## config.mk

```make
export PLATFORM = sky130hd
export DESIGN_NAME = lfosc_top
export DESIGN_NICKNAME = d
export VERILOG_FILES = /design/src/design/lfosc_pkg.sv /design/src/design/lfosc_div.sv /design/src/design/lfosc_top.sv
export SDC_FILE = /design/constraint.sdc
export NUM_CORES = 1
export LEC_CHECK = 0
export BUFFER_PORTS_ARGS = -buffer_cell sky130_fd_sc_hd__buf_4
export CORE_MARGIN = 5
export CORE_UTILIZATION = 63
export DETAILED_ROUTE_END_ITERATION = 10
export MAX_ROUTING_LAYER = met4
export PLACE_DENSITY = 0.9
export SETUP_SLACK_MARGIN = 0.15
export SKIP_CTS_REPAIR_TIMING = 1
export SYNTH_ARGS = -nofsm -noshare
export SYNTH_HDL_FRONTEND = slang
export SYNTH_SLANG_ARGS = --single-unit
export TNS_END_PERCENT = 20
```

## constraint.sdc

```tcl
create_clock -name i_ref_clk -period 5.9 [get_ports i_ref_clk]
set_clock_uncertainty 0.15 [all_clocks]
set_input_delay 0.59 -clock i_ref_clk [delete_from_list [all_inputs] [get_ports i_ref_clk]]
set_output_delay 0.59 -clock i_ref_clk [all_outputs]
set_load 0.01 [all_outputs]
```

## src/design/lfosc_pkg.sv

```systemverilog
// Package for the low-frequency oscillator control block.
// Assumes a single 250 MHz clock domain and an Avalon-MM register slave.
package lfosc_pkg;

  // Register byte addresses (word aligned except LFOSC_CTRL_IDX, 32-bit data)
  localparam logic [7:0] LFOSC_CTRL_OFS = 8'hE0;
  localparam logic [7:0] LFOSC_EXT_OFS = 8'hE4;
  localparam logic [7:0] LFOSC_TCTL_OFS = 8'hE8;
  localparam logic [7:0] LFOSC_T2CNT_OFS = 8'hEC;
  localparam logic [7:0] LFOSC_T2RLD_OFS = 8'hF0;
  localparam logic [7:0] LFOSC_T3CNT_OFS = 8'hF4;
  localparam logic [7:0] LFOSC_T3RLD_OFS = 8'hF8;
  localparam logic [7:0] LFOSC_IRQ_STAT_OFS = 8'hC0;
  localparam logic [7:0] LFOSC_IRQ_CLR_OFS = 8'hC4;
  localparam logic [7:0] LFOSC_IRQ_EN_OFS = 8'hC8;
  localparam logic [7:0] LFOSC_CTRL_IDX = 8'hE3;

  // Control register fields
  localparam int LFOSC_EN_BIT = 7;
  localparam int LFOSC_RDY_BIT = 6;
  localparam int LFOSC_TUNE_LSB = 2;
  localparam int LFOSC_TUNE_W = 4;
  localparam int LFOSC_DIV_LSB = 0;
  localparam int LFOSC_DIV_W = 2;
  localparam logic [3:0] LFOSC_TUNE_RST = 4'h8;
  localparam logic [1:0] LFOSC_DIV_RST = 2'h0;

  // External oscillator control fields
  localparam int LFOSC_XVLD_BIT = 7;
  localparam int LFOSC_XMODE_LSB = 4;
  localparam int LFOSC_XFR_LSB = 0;

  // Timer control: bit0 timer2 capture mode, bit1 timer3 capture mode,
  // bit2 timer2 run, bit3 timer3 run
  localparam int LFOSC_T2CAP_BIT = 0;
  localparam int LFOSC_T3CAP_BIT = 1;
  localparam int LFOSC_T2RUN_BIT = 2;
  localparam int LFOSC_T3RUN_BIT = 3;

  // Interrupt status bits
  localparam int LFOSC_IRQ_RDY = 0;
  localparam int LFOSC_IRQ_T2CAP = 1;
  localparam int LFOSC_IRQ_T3CAP = 2;
  localparam int LFOSC_IRQ_W = 3;

  // Oscillator nominal frequency and settle time
  localparam int LFOSC_NOM_KHZ = 80;
  localparam int LFOSC_CLK_MHZ = 250;
  localparam int LFOSC_HALF_CYC = (LFOSC_CLK_MHZ * 1000)
                                  / (2 * LFOSC_NOM_KHZ);
  localparam int LFOSC_SETTLE_US = 100;
  localparam int LFOSC_SETTLE_CYC = LFOSC_SETTLE_US * LFOSC_CLK_MHZ;

  // External oscillator modes
  localparam logic [2:0] LFOSC_XM_CMOS = 3'h2;
  localparam logic [2:0] LFOSC_XM_CMOS2 = 3'h3;
  localparam logic [2:0] LFOSC_XM_RC = 3'h4;
  localparam logic [2:0] LFOSC_XM_CAP = 3'h5;
  localparam logic [2:0] LFOSC_XM_XTAL = 3'h6;
  localparam logic [2:0] LFOSC_XM_CRYSTAL_OUT_PIN = 3'h7;

  typedef enum logic [1:0] {
    LFOSC_ST_OFF,
    LFOSC_ST_SETTLE,
    LFOSC_ST_RUN
  } lfosc_state_e;

endpackage : lfosc_pkg

```

## src/design/lfosc_div.sv

```systemverilog
// Glitch-free selectable divider for the low-frequency oscillator tick.
// Assumes i_tick pulses once per raw oscillator half period.
`timescale 1ns/100ps
module lfosc_div
  import lfosc_pkg::*;
(
  input wire logic i_ref_clk,
  input wire logic i_resetn,
  input wire logic i_tick,
  input wire logic [1:0] i_sel,
  output logic o_clk
);

  logic [2:0] cnt;
  logic [1:0] sel_act;
  logic out_q;
  logic [2:0] half_lim;
  logic wrap;

  // Code 00 is /8, 01 /4, 10 /2, 11 /1 (half periods in raw ticks)
  assign half_lim = (sel_act == 2'h0) ? 3'h7 :
                    (sel_act == 2'h1) ? 3'h3 :
                    (sel_act == 2'h2) ? 3'h1 : 3'h0;
  assign wrap = i_tick && (cnt >= half_lim);
  assign o_clk = out_q;

  // Ratio switches only when the output falls, so no runt pulse
  always_ff @(posedge i_ref_clk) begin
    if (!i_resetn) begin
      cnt <= 3'h0;
      sel_act <= LFOSC_DIV_RST;
      out_q <= 1'b0;
    end else if (wrap) begin
      cnt <= 3'h0;
      out_q <= ~out_q;
      if (out_q) begin
        sel_act <= i_sel;
      end
    end else if (i_tick) begin
      cnt <= cnt + 3'h1;
    end
  end

endmodule : lfosc_div

```

## src/design/lfosc_top.sv

```systemverilog
// Low-frequency oscillator control, capture timers and external
// oscillator pin assignment. Assumes an Avalon-MM master on i_ref_clk and
// an external oscillator pad whose valid flag arrives asynchronously.
`timescale 1ns/100ps
// Function
// - Internal 80 kHz oscillator divided by one, two, four or eight.
// - Divider code 00 /8, 01 /4, 10 /2, 11 /1.
// - Control bit 7 enables the oscillator; read/write, resets zero.
// - Read-only bit 6 is one once the oscillator has stabilized.
// - Ready clears only on reset or a write changing the divider code.
// - Bits 5..2 fine-tune: 0000 fastest, 1111 slowest.
// - Timer two captures on falling, timer three on rising output edges.
// - A capture copies the timer count into its reload register.
// - Crystal mode uses P0.2 as crystal input and P0.3 as output.
// - Capacitor, RC or CMOS mode uses only P0.3 as crystal output.
module lfosc_top
  import lfosc_pkg::*;
(
  input wire logic i_ref_clk,
  input wire logic i_resetn,
  input wire logic [7:0] i_avs_address,
  input wire logic i_avs_read,
  input wire logic i_avs_write,
  input wire logic [31:0] i_avs_writedata,
  input wire logic [3:0] i_avs_byteenable,
  output logic [31:0] o_avs_readdata,
  output logic o_avs_waitrequest,
  output logic [1:0] o_avs_response,
  input wire logic i_crystal_valid,
  output logic o_lf_clk,
  output logic [3:0] o_lf_osc_fine_tune,
  output logic o_crystal_in_pin_en,
  output logic o_crystal_out_pin_en,
  output logic o_irq
);

  // Control register state
  logic lf_osc_enable;
  logic lf_osc_ready_flag;
  logic [3:0] lf_osc_fine_tune;
  logic [1:0] lf_osc_divider_select;
  logic [2:0] ext_osc_mode;
  logic [2:0] ext_osc_freq_range;
  logic [3:0] tmr_ctrl;
  logic [15:0] t2_count_value;
  logic [15:0] t2_reload_value;
  logic [15:0] t3_count_value;
  logic [15:0] t3_reload_value;
  logic [LFOSC_IRQ_W-1:0] irq_stat;
  logic [LFOSC_IRQ_W-1:0] irq_en;

  // Bus answer registers
  logic ack;
  logic [31:0] rdata;
  logic [1:0] resp;

  // Oscillator model
  lfosc_state_e state;
  logic [15:0] settle_cnt;
  logic [10:0] half_cnt;
  logic raw_tick;
  logic [10:0] half_lim;

  // Crystal valid synchroniser
  logic xv_s1;
  logic xv_s2;
  logic xv_s3;
  logic xv_stable;

  // Divided clock edge detect
  logic lf_clk;
  logic lf_clk_q;
  logic lf_rise;
  logic lf_fall;

  // Bus decode
  wire req = i_avs_read | i_avs_write;
  wire take = req & ~ack;
  wire wr = take & i_avs_write;
  wire lane0 = i_avs_byteenable[0];
  wire lane1 = i_avs_byteenable[1];
  wire [7:0] wd0 = i_avs_writedata[7:0];
  wire [15:0] wd16 = i_avs_writedata[15:0];
  wire hit_ctrl = (i_avs_address == LFOSC_CTRL_OFS);
  wire hit_ext = (i_avs_address == LFOSC_EXT_OFS);
  wire hit_tctl = (i_avs_address == LFOSC_TCTL_OFS);
  wire hit_t2c = (i_avs_address == LFOSC_T2CNT_OFS);
  wire hit_t2r = (i_avs_address == LFOSC_T2RLD_OFS);
  wire hit_t3c = (i_avs_address == LFOSC_T3CNT_OFS);
  wire hit_t3r = (i_avs_address == LFOSC_T3RLD_OFS);
  wire hit_ist = (i_avs_address == LFOSC_IRQ_STAT_OFS);
  wire hit_icl = (i_avs_address == LFOSC_IRQ_CLR_OFS);
  wire hit_ien = (i_avs_address == LFOSC_IRQ_EN_OFS);
  wire hit_any = hit_ctrl | hit_ext | hit_tctl | hit_t2c | hit_t2r |
                 hit_t3c | hit_t3r | hit_ist | hit_icl | hit_ien;
  wire wr_ctrl = wr & hit_ctrl & lane0;
  wire div_change = wr_ctrl &
       (wd0[LFOSC_DIV_LSB +: LFOSC_DIV_W] != lf_osc_divider_select);
  wire wr_en16 = lane0 & lane1;

  wire [7:0] ctrl_byte = {lf_osc_enable, lf_osc_ready_flag,
                          lf_osc_fine_tune, lf_osc_divider_select};
  wire xtal_mode = (ext_osc_mode == LFOSC_XM_XTAL) ||
                   (ext_osc_mode == LFOSC_XM_CRYSTAL_OUT_PIN);
  wire xv_valid_rd = xtal_mode & xv_stable;
  wire [7:0] ext_byte = {xv_valid_rd, ext_osc_mode, 1'b0,
                         ext_osc_freq_range};
  wire one_pin_mode = (ext_osc_mode == LFOSC_XM_CMOS) ||
                      (ext_osc_mode == LFOSC_XM_CMOS2) ||
                      (ext_osc_mode == LFOSC_XM_RC) ||
                      (ext_osc_mode == LFOSC_XM_CAP);

  wire [31:0] rd_mux =
    hit_ctrl ? {24'h000000, ctrl_byte} :
    hit_ext ? {24'h000000, ext_byte} :
    hit_tctl ? {28'h0000000, tmr_ctrl} :
    hit_t2c ? {16'h0000, t2_count_value} :
    hit_t2r ? {16'h0000, t2_reload_value} :
    hit_t3c ? {16'h0000, t3_count_value} :
    hit_t3r ? {16'h0000, t3_reload_value} :
    hit_ist ? {29'h0, irq_stat} :
    hit_ien ? {29'h0, irq_en} : 32'h00000000;

  // Captures fire on the divided output edges
  wire t2_cap = tmr_ctrl[LFOSC_T2CAP_BIT] & lf_fall;
  wire t3_cap = tmr_ctrl[LFOSC_T3CAP_BIT] & lf_rise;
  wire rdy_set = (state == LFOSC_ST_SETTLE) && !div_change &&
                 (settle_cnt == 16'(LFOSC_SETTLE_CYC - 1));
  wire [LFOSC_IRQ_W-1:0] irq_evt = {t3_cap, t2_cap, rdy_set};
  wire [LFOSC_IRQ_W-1:0] irq_clr = (wr & hit_icl & lane0) ?
                                   wd0[LFOSC_IRQ_W-1:0] : '0;

  // Slower fine-tune codes stretch the half period
  assign half_lim = 11'(LFOSC_HALF_CYC) + {3'h0, lf_osc_fine_tune, 4'h0}
                    - 11'h080;
  // At or past the limit, so a faster tune code never waits for a wrap
  assign raw_tick = (state != LFOSC_ST_OFF) && (half_cnt >= half_lim);

  assign o_avs_waitrequest = req & ~ack;
  assign o_avs_readdata = rdata;
  assign o_avs_response = resp;
  assign o_lf_clk = lf_clk;
  assign o_lf_osc_fine_tune = lf_osc_fine_tune;
  assign o_irq = |(irq_stat & irq_en);
  // Pin claims per external oscillator mode
  assign o_crystal_in_pin_en = xtal_mode;
  assign o_crystal_out_pin_en = xtal_mode | one_pin_mode;

  // Divider to the output ratio
  lfosc_div u_div (
    .i_ref_clk(i_ref_clk),
    .i_resetn(i_resetn),
    .i_tick(raw_tick),
    .i_sel(lf_osc_divider_select),
    .o_clk(lf_clk)
  );

  // Bus answer: one wait cycle, then acknowledge
  always_ff @(posedge i_ref_clk) begin
    if (!i_resetn) begin
      ack <= 1'b0;
      rdata <= 32'h00000000;
      resp <= 2'h0;
    end else begin
      ack <= take;
      if (take) begin
        rdata <= i_avs_read ? rd_mux : 32'h00000000;
        resp <= hit_any ? 2'h0 : 2'h3;
      end
    end
  end

  // Control register fields
  always_ff @(posedge i_ref_clk) begin
    if (!i_resetn) begin
      lf_osc_enable <= 1'b0;
      lf_osc_fine_tune <= LFOSC_TUNE_RST;
      lf_osc_divider_select <= LFOSC_DIV_RST;
    end else if (wr_ctrl) begin
      lf_osc_enable <= wd0[LFOSC_EN_BIT];
      lf_osc_fine_tune <= wd0[LFOSC_TUNE_LSB +: LFOSC_TUNE_W];
      lf_osc_divider_select <= wd0[LFOSC_DIV_LSB +: LFOSC_DIV_W];
    end
  end

  // Ready is sticky until reset or a divider change
  always_ff @(posedge i_ref_clk) begin
    if (!i_resetn) begin
      lf_osc_ready_flag <= 1'b0;
    end else if (div_change) begin
      lf_osc_ready_flag <= 1'b0;
    end else if (rdy_set) begin
      lf_osc_ready_flag <= 1'b1;
    end
  end

  // Oscillator run and settle sequence; a divider change resettles
  always_ff @(posedge i_ref_clk) begin
    if (!i_resetn) begin
      state <= LFOSC_ST_OFF;
      settle_cnt <= 16'h0000;
    end else begin
      case (state)
        LFOSC_ST_OFF: begin
          settle_cnt <= 16'h0000;
          if (lf_osc_enable) begin
            state <= LFOSC_ST_SETTLE;
          end
        end
        LFOSC_ST_SETTLE: begin
          settle_cnt <= settle_cnt + 16'h0001;
          if (!lf_osc_enable) begin
            state <= LFOSC_ST_OFF;
          end else if (div_change) begin
            // A new ratio mid-settle restarts the wait so ready stays honest
            settle_cnt <= 16'h0000;
          end else if (rdy_set) begin
            state <= LFOSC_ST_RUN;
          end
        end
        LFOSC_ST_RUN: begin
          if (!lf_osc_enable) begin
            state <= LFOSC_ST_OFF;
          end else if (div_change) begin
            settle_cnt <= 16'h0000;
            state <= LFOSC_ST_SETTLE;
          end
        end
        default: begin
          state <= LFOSC_ST_OFF;
        end
      endcase
    end
  end

  // Raw half-period counter
  always_ff @(posedge i_ref_clk) begin
    if (!i_resetn) begin
      half_cnt <= 11'h000;
    end else if (raw_tick || state == LFOSC_ST_OFF) begin
      half_cnt <= 11'h000;
    end else begin
      half_cnt <= half_cnt + 11'h001;
    end
  end

  // External oscillator, timer control and interrupt enable registers; software owns mode and range
  always_ff @(posedge i_ref_clk) begin
    if (!i_resetn) begin
      ext_osc_mode <= 3'h0;
      ext_osc_freq_range <= 3'h0;
      tmr_ctrl <= 4'h0;
      irq_en <= '0;
    end else begin
      if (wr & hit_ext & lane0) begin
        ext_osc_mode <= wd0[LFOSC_XMODE_LSB +: 3];
        ext_osc_freq_range <= wd0[LFOSC_XFR_LSB +: 3];
      end
      if (wr & hit_tctl & lane0) begin
        tmr_ctrl <= wd0[3:0];
      end
      if (wr & hit_ien & lane0) begin
        irq_en <= wd0[LFOSC_IRQ_W-1:0];
      end
    end
  end

  // Crystal valid flag: change accepted once stages two and three agree
  always_ff @(posedge i_ref_clk) begin
    if (!i_resetn) begin
      xv_s1 <= 1'b0;
      xv_s2 <= 1'b0;
      xv_s3 <= 1'b0;
      xv_stable <= 1'b0;
    end else begin
      xv_s1 <= i_crystal_valid;
      xv_s2 <= xv_s1;
      xv_s3 <= xv_s2;
      if (xv_s2 == xv_s3) begin
        xv_stable <= xv_s3;
      end
    end
  end

  // Edge detect on the divided clock, same domain
  always_ff @(posedge i_ref_clk) begin
    if (!i_resetn) begin
      lf_clk_q <= 1'b0;
    end else begin
      lf_clk_q <= lf_clk;
    end
  end
  assign lf_rise = lf_clk & ~lf_clk_q;
  assign lf_fall = ~lf_clk & lf_clk_q;

  // Timers count the reference clock; captures copy into reload
  always_ff @(posedge i_ref_clk) begin
    if (!i_resetn) begin
      t2_count_value <= 16'h0000;
      t3_count_value <= 16'h0000;
      t2_reload_value <= 16'h0000;
      t3_reload_value <= 16'h0000;
    end else begin
      if (wr & hit_t2c & wr_en16) begin
        t2_count_value <= wd16;
      end else if (tmr_ctrl[LFOSC_T2RUN_BIT]) begin
        t2_count_value <= t2_count_value + 16'h0001;
      end
      if (wr & hit_t3c & wr_en16) begin
        t3_count_value <= wd16;
      end else if (tmr_ctrl[LFOSC_T3RUN_BIT]) begin
        t3_count_value <= t3_count_value + 16'h0001;
      end
      if (t2_cap) begin
        t2_reload_value <= t2_count_value;
      end else if (wr & hit_t2r & wr_en16) begin
        t2_reload_value <= wd16;
      end
      if (t3_cap) begin
        t3_reload_value <= t3_count_value;
      end else if (wr & hit_t3r & wr_en16) begin
        t3_reload_value <= wd16;
      end
    end
  end

  // Sticky status; a new event wins over a clear in the same cycle
  always_ff @(posedge i_ref_clk) begin
    if (!i_resetn) begin
      irq_stat <= '0;
    end else begin
      irq_stat <= (irq_stat & ~irq_clr) | irq_evt;
    end
  end

endmodule : lfosc_top

```

# After elaboration in Yosys (flattened, before gate mapping)

Cells that the tools add are included.

Bits in registers: 163
Bits in latches: 0
Memory bits (writable): 0
ROM bits: 0
Output and inout port bits: 43
Memories: 0

Add/sub/neg operators: 7
$mul: 0
Divide/modulo/power cells: 0
Magnitude comparators: 2
Equal/unequal tests: 29
Shift operators: 0
Mux-type cells: 35
Bitwise logic cells: 46
Reduce and logical (&&, ||, !) cells: 25

Operator list:

| operator                                            | count |
|---|---|
| 2-to-1 mux 16 bit                                   | 20 |
| == test 8 bit (second input constant)               | 10 |
| adder 16 x 1 -> 16 bit (second input constant)      | 3 |
| case mux 16 bit (3 select lines)                    | 1 |
| bitwise AND 1 bit                                   | 27 |
| == test 16 x 15 -> 1 bit (second input constant)    | 1 |
| 2-to-1 mux 3 bit                                    | 5 |
| 2-to-1 mux 2 bit                                    | 7 |
| == test 3 bit (second input constant)               | 4 |
| adder 10 x 9 -> 11 bit (first input constant)       | 1 |
| adder 11 x 1 -> 11 bit (second input constant)      | 1 |
| >= comparator 11 bit                                | 1 |
| OR 1 bit                                            | 11 |
| subtractor 11 x 8 -> 11 bit (second input constant) | 1 |
| nonzero test 2 bit                                  | 5 |
| != test 3 bit (second input constant)               | 3 |
| bitwise AND 3 bit                                   | 2 |
| == test 3 x 2 -> 1 bit (second input constant)      | 2 |
| != test 2 bit (second input constant)               | 3 |
| case mux 2 bit (3 select lines)                     | 1 |
| OR reduction 2 bit                                  | 3 |
| logical OR 1 bit                                    | 5 |
| == test 2 x 1 -> 1 bit (second input constant)      | 2 |
| == test 2 bit (second input constant)               | 2 |
| 16 further kinds                                    | 23 |

# Logic depth before layout (Yosys ltp)

Depth in word-level cells: 13
Depth in mapped cells: 10
Depth with buffers taken out: 8

# Cells and area by module

From an unflattened synthesis, not the netlist that was laid out.

Cells, all modules: 920
Area total of the unflattened synthesis: 7832.5 sq um

Modules (own cells, without submodules):

| module    | instances | cells each | area each (sq um) | sequential area each (sq um) |
|---|---|---|---|---|
| lfosc_top | 1         | 878        | 7464.7            | 2802.7 |
| lfosc_div | 1         | 42         | 367.9             | 120.1 |

# Worst setup path before layout

Ideal clock, no wire load.

Path kind: input-to-reg
Start: input i_avs_address[1]
End: register settle_cnt[12]
Setup time: 0.117 ns
Arrival: 2.370 ns
Data required time: 5.633 ns
Setup slack: 3.264 ns
Stages on the path: 6
Path buffers: 2
Cell sequence: or4_1 > buf_2 > a2111oi_4 > a21oi_2 > buf_2 > a22o_1

Word-level cells in the longest chain between the ends: 7
Elaborated cells between the ends (all ways): 9

RTL lines:

| element                           | line             | source |
|---|---|---|
| from (decl)                       | lfosc_top.sv:21  | `input wire logic [7:0] i_avs_address,` |
| == test 8 bit *                   | lfosc_top.sv:84  | `wire hit_ctrl = (i_avs_address == LFOSC_CTRL_OFS);` |
| bitwise AND 1 bit * (2 in series) | lfosc_top.sv:96  | `wire wr_ctrl = wr & hit_ctrl & lane0;` |
| bitwise AND 1 bit *               | lfosc_top.sv:97  | `wire div_change = wr_ctrl &` |
| 2-to-1 mux 16 bit                 | lfosc_top.sv:214 | `end else if (div_change) begin` |
| 2-to-1 mux 16 bit                 | lfosc_top.sv:212 | `if (!lf_osc_enable) begin` |
| case mux 16 bit (3 select lines)  | lfosc_top.sv:203 | `case (state)` |
| to (signal assigned)              | lfosc_top.sv:211 | `settle_cnt <= settle_cnt + 16'h0001;` |
| to (decl)                         | lfosc_top.sv:59  | `logic [15:0] settle_cnt;` |

Every way passes the cells marked *; elsewhere a longest branch is shown, timed or not.
A chain may end at the register's enable or synchronous reset.

# Final worst setup path

Start: input i_avs_address[4]
End: register t2_count_value[12]

Word-level cells in the longest chain between the ends: 4
Elaborated cells between the ends (all ways): 5

RTL lines:

| element                                                 | line             | source |
|---|---|---|
| == test 8 bit *                                         | lfosc_top.sv:87  | `wire hit_t2c = (i_avs_address == LFOSC_T2CNT_OFS);` |
| bitwise AND 1 bit * (2 in series)                       | lfosc_top.sv:304 | `if (wr & hit_t2c & wr_en16) begin` |
| 2-to-1 mux 16 bit or nonzero test 2 bit (tied branches) | n/a              |  |
| to (signal assigned)                                    | lfosc_top.sv:305 | `t2_count_value <= wd16;` |
| to (signal assigned)                                    | lfosc_top.sv:307 | `t2_count_value <= t2_count_value + 16'h0001;` |
| to (decl)                                               | lfosc_top.sv:45  | `logic [15:0] t2_count_value;` |

Marked as above.

==> results.py <==
metrics = {
    "critical_path": {
        "required_ps": 6020,
        "cp_top_family": "simple AND/OR/NAND/NOR gates",
        "worst-path-buf-inv": 1,
        "critPathSlowestCell": "nand3_1",
        "max_stage_delay_ps": 890,
        "worstSetupPathType": "primary input to register",
        "path_max_fanout": 32,
        "worstPathArrival_ps": 3350,
        "cp-start-kind": "primary input",
        "cp_cell_sequence": "buf_4 -> nand4b_1 -> nor3_1 -> nand3_1 -> o21ai_0 -> a21oi_1",
        "cp-end-kind": "register",
        "ff2ff_setup_slack_ps": 3090,
    },
    "route": {
        "drc": 0,
        "antenna_left": 0,
        "drt_iter0_markers": 1082,
        "vias_per_cell": 6.50,
        "detail_route.wirelength_um": 20600,
        "wl_per_cell_um": 18.7,
        "num_vias": 7185,
        "dr.pass1.iters": 7,
    },
    "synthesis": {
        "post-synth-top-count-cell": "dfxtp_1",
        "yosysTopAreaCell": "dfxtp_1",
        "postSynthAreaPerCell_um2": 8.27,
        "netlist_area_um2": 7600,
        "synth_warnings": 0,
        "synthArstFlopShare_pct": 0,
        "yosysTopAreaCellShare_pct": 38.5,
        "ys_types": 63,
        "ys_ff_latch": 146,
        "synth_top_flop_cell": "dfxtp_1",
        "synth_common_cells": "146 x dfxtp_1, 93 x nor2_1, 82 x nand2_1",
        "synth_area_leaders": "dfxtp_1 38%, mux2i_1 6.2%, a21oi_1 4.8%, nor2_1 4.6%, nand2_1 4.1%",
        "yosysSeqAreaShare_pct": 38.5,
        "postSynthCellCount": 919,
        "synth_edf_count": 0,
    },
    "global_route": {
        "grt_use_met3_pct": 7.21,
        "grt_pass1_wl_um": 32900,
        "gr-max-usage-layer": "met2",
        "first_global_vias": 6606,
        "antenna_found_initial": 0,
        "use_met1_pct": 36.4,
        "grt_max_degree": 67,
        "use_met2_pct": 45.6,
        "grt_use_total_pct": 29.3,
        "grt_overflow": 0,
    },
    "clock_tree": {
        "path_clk_slew_ps": 60,
        "cts_tree": "yes",
        "clock_tree.root_cell": "clkbuf_16",
        "cts_sinks": 146,
        "cts_buffer_depth": 2,
        "insertion_delay_ps": 440,
        "cts_buffers": 17,
        "htreeDepth": 4,
    },
    "timing": {
        "drv_slew": 0,
        "hold_viol": 0,
        "finalSetupViolations": 0,
        "fin_tns_setup_ps": 0,
        "rsz0062_at_grt": "false",
        "relSlewSlack_pct": 13.5,
        "tightest_slew_ps": 1280,
        "fmax_mhz": 310,
        "min_period_over_period_pct": 54.7,
        "min_period_ps": 3230,
    },
    "placement": {
        "numPortBuffers": 57,
        "placed_area_um2": 7980,
        "gp_congestion": 0.985,
        "hpwl_um": 13800,
    },
    "worst_hold_path": {
        "hold_path.class": "primary input to register",
    },
    "power": {
        "p_leak_nw": 3.08,
        "power_mw": 2.23,
        "max-vdd-ir-drop_uv": 271,
        "power.density_nw_per_um2": 259,
    },
    "final_layout": {
        "syn_to_final_growth_pct": 13.2,
        "stdcell_area_um2": 8600,
        "diodes": 0,
        "fin_nets": 1010,
        "fillerInstances": 905,
        "drive_above_1_share_pct": 11.2,
    },
    "floorplanning": {
        "die_area_um2": 14400,
        "die_w_um": 120,
        "io_pins": 92,
        "coreArea_um2": 11900,
        "die_h_um": 120,
        "std_cell_rows": 40,
        "initial_core_util_pct": 63.8,
    },
    "run_status": {
        "status": "complete, no violations",
    },
    "run": {
        "cap_violations": 0,
    },
}
==> where the power goes <==
part,internal (mW),switching [mW],leakage [nW]
registers,0.988,0.00187,1.18
clock network,0.697,0.434,0.287
logic,0.0317,0.0770,1.62
==> final cells by class <==
cell class | count | area, um2 | share of cell area (%)
multi-input combinational | 701 | 4350 | 50.5
sequential | 146 | 2920 | 34.0
clock buffer | 20 | 467 | 5.43
timing repair buffer | 61 | 458 | 5.33
tap | 147 | 184 | 2.14
clock inverter | 12 | 154 | 1.79
inverter | 18 | 67.6 | 0.786
==> routing by layer <==
| metal | share of wire [%] | up-vias |
|---|---|---|
| li1 | - | 3359 |
| met1 | 41 | 3361 |
| met2 | 46 | 389 |
| met3 | 9.3 | 76 |
| met4 | 3.6 | 0 |
| met5 | 0 | - |
==> worst paths after layout <==
path,from,endpoint,cells past startpoint
min reg2reg,xv_s1$_SDFF_PN0_,xv_s2$_SDFF_PN0_,1
max,i_avs_address[4],t2_count_value[12]$_SDFFE_PN0P_,6
max reg2reg,o_lf_osc_fine_tune[0]$_SDFFE_PN0P_,u_div.sel_act[0]$_SDFFE_PN0P_,8
min,i_crystal_valid,xv_s1$_SDFF_PN0_,2
==> kinds of logic after synthesis <==
| group | Yosys count | share of synthesized area, % |
|---|---|---|
| multiplexers | 52 | 6.93 |
| flip-flops | 146 | 38.5 |
| AO/OA/AOI/OAI | 259 | 21.4 |
| AND/OR/NAND/NOR | 309 | 19.6 |
| other | 1 | 0.0494 |
| buffers and inverters | 87 | 5.25 |
| XOR/XNOR | 49 | 5.65 |
| adder cells (fa/ha/maj) | 16 | 2.63 |
==> placed cells by master, fill, tap and decap left out, drive strengths merged, types with 5 or more instances in the layout <==
cell type	netlist	layout
a211oi	35	35
a22oi	27	27
buf	27	61
a21oi	74	74
nand4	19	19
nor2	93	93
o21ai	76	76
and3	7	7
conb	1	16
mux2	5	5
o31ai	5	5
inv	18	19
nand3	32	32
o211ai	6	6
clkinvlp	0	6
dfxtp	146	146
xor2	19	19
clkbuf	42	20
xnor2	30	30
nand2	82	82
nor3	19	19
mux2i	47	47
nor4	10	10
and2	9	9
a22o	8	8
ha	16	16
==> state kept, by name (all words and copies together) (netlist names), 4 cells and up <==
name and count:
settle_cnt 16, t2_reload_value 16, t3_reload_value 16, half_cnt 11
t2_count_value 16, o_lf_osc_fine_tune 4, o_avs_readdata 16, tmr_ctrl 4
t3_count_value 16
==> metrics by stage <==
stage               setup WS, ps  cells  hold slack (ps)  util (%)
detailed placement          2310   1073              278      67.0
finish                      2670   1105              212      72.2
global placement            2390   1073              265      67.0
global route                2360   1105              228      72.2
floorplan                   3260    934              262         -
CTS                         2760   1105              204      72.2
No activity file was read; power rests on OpenSTA's default activity.
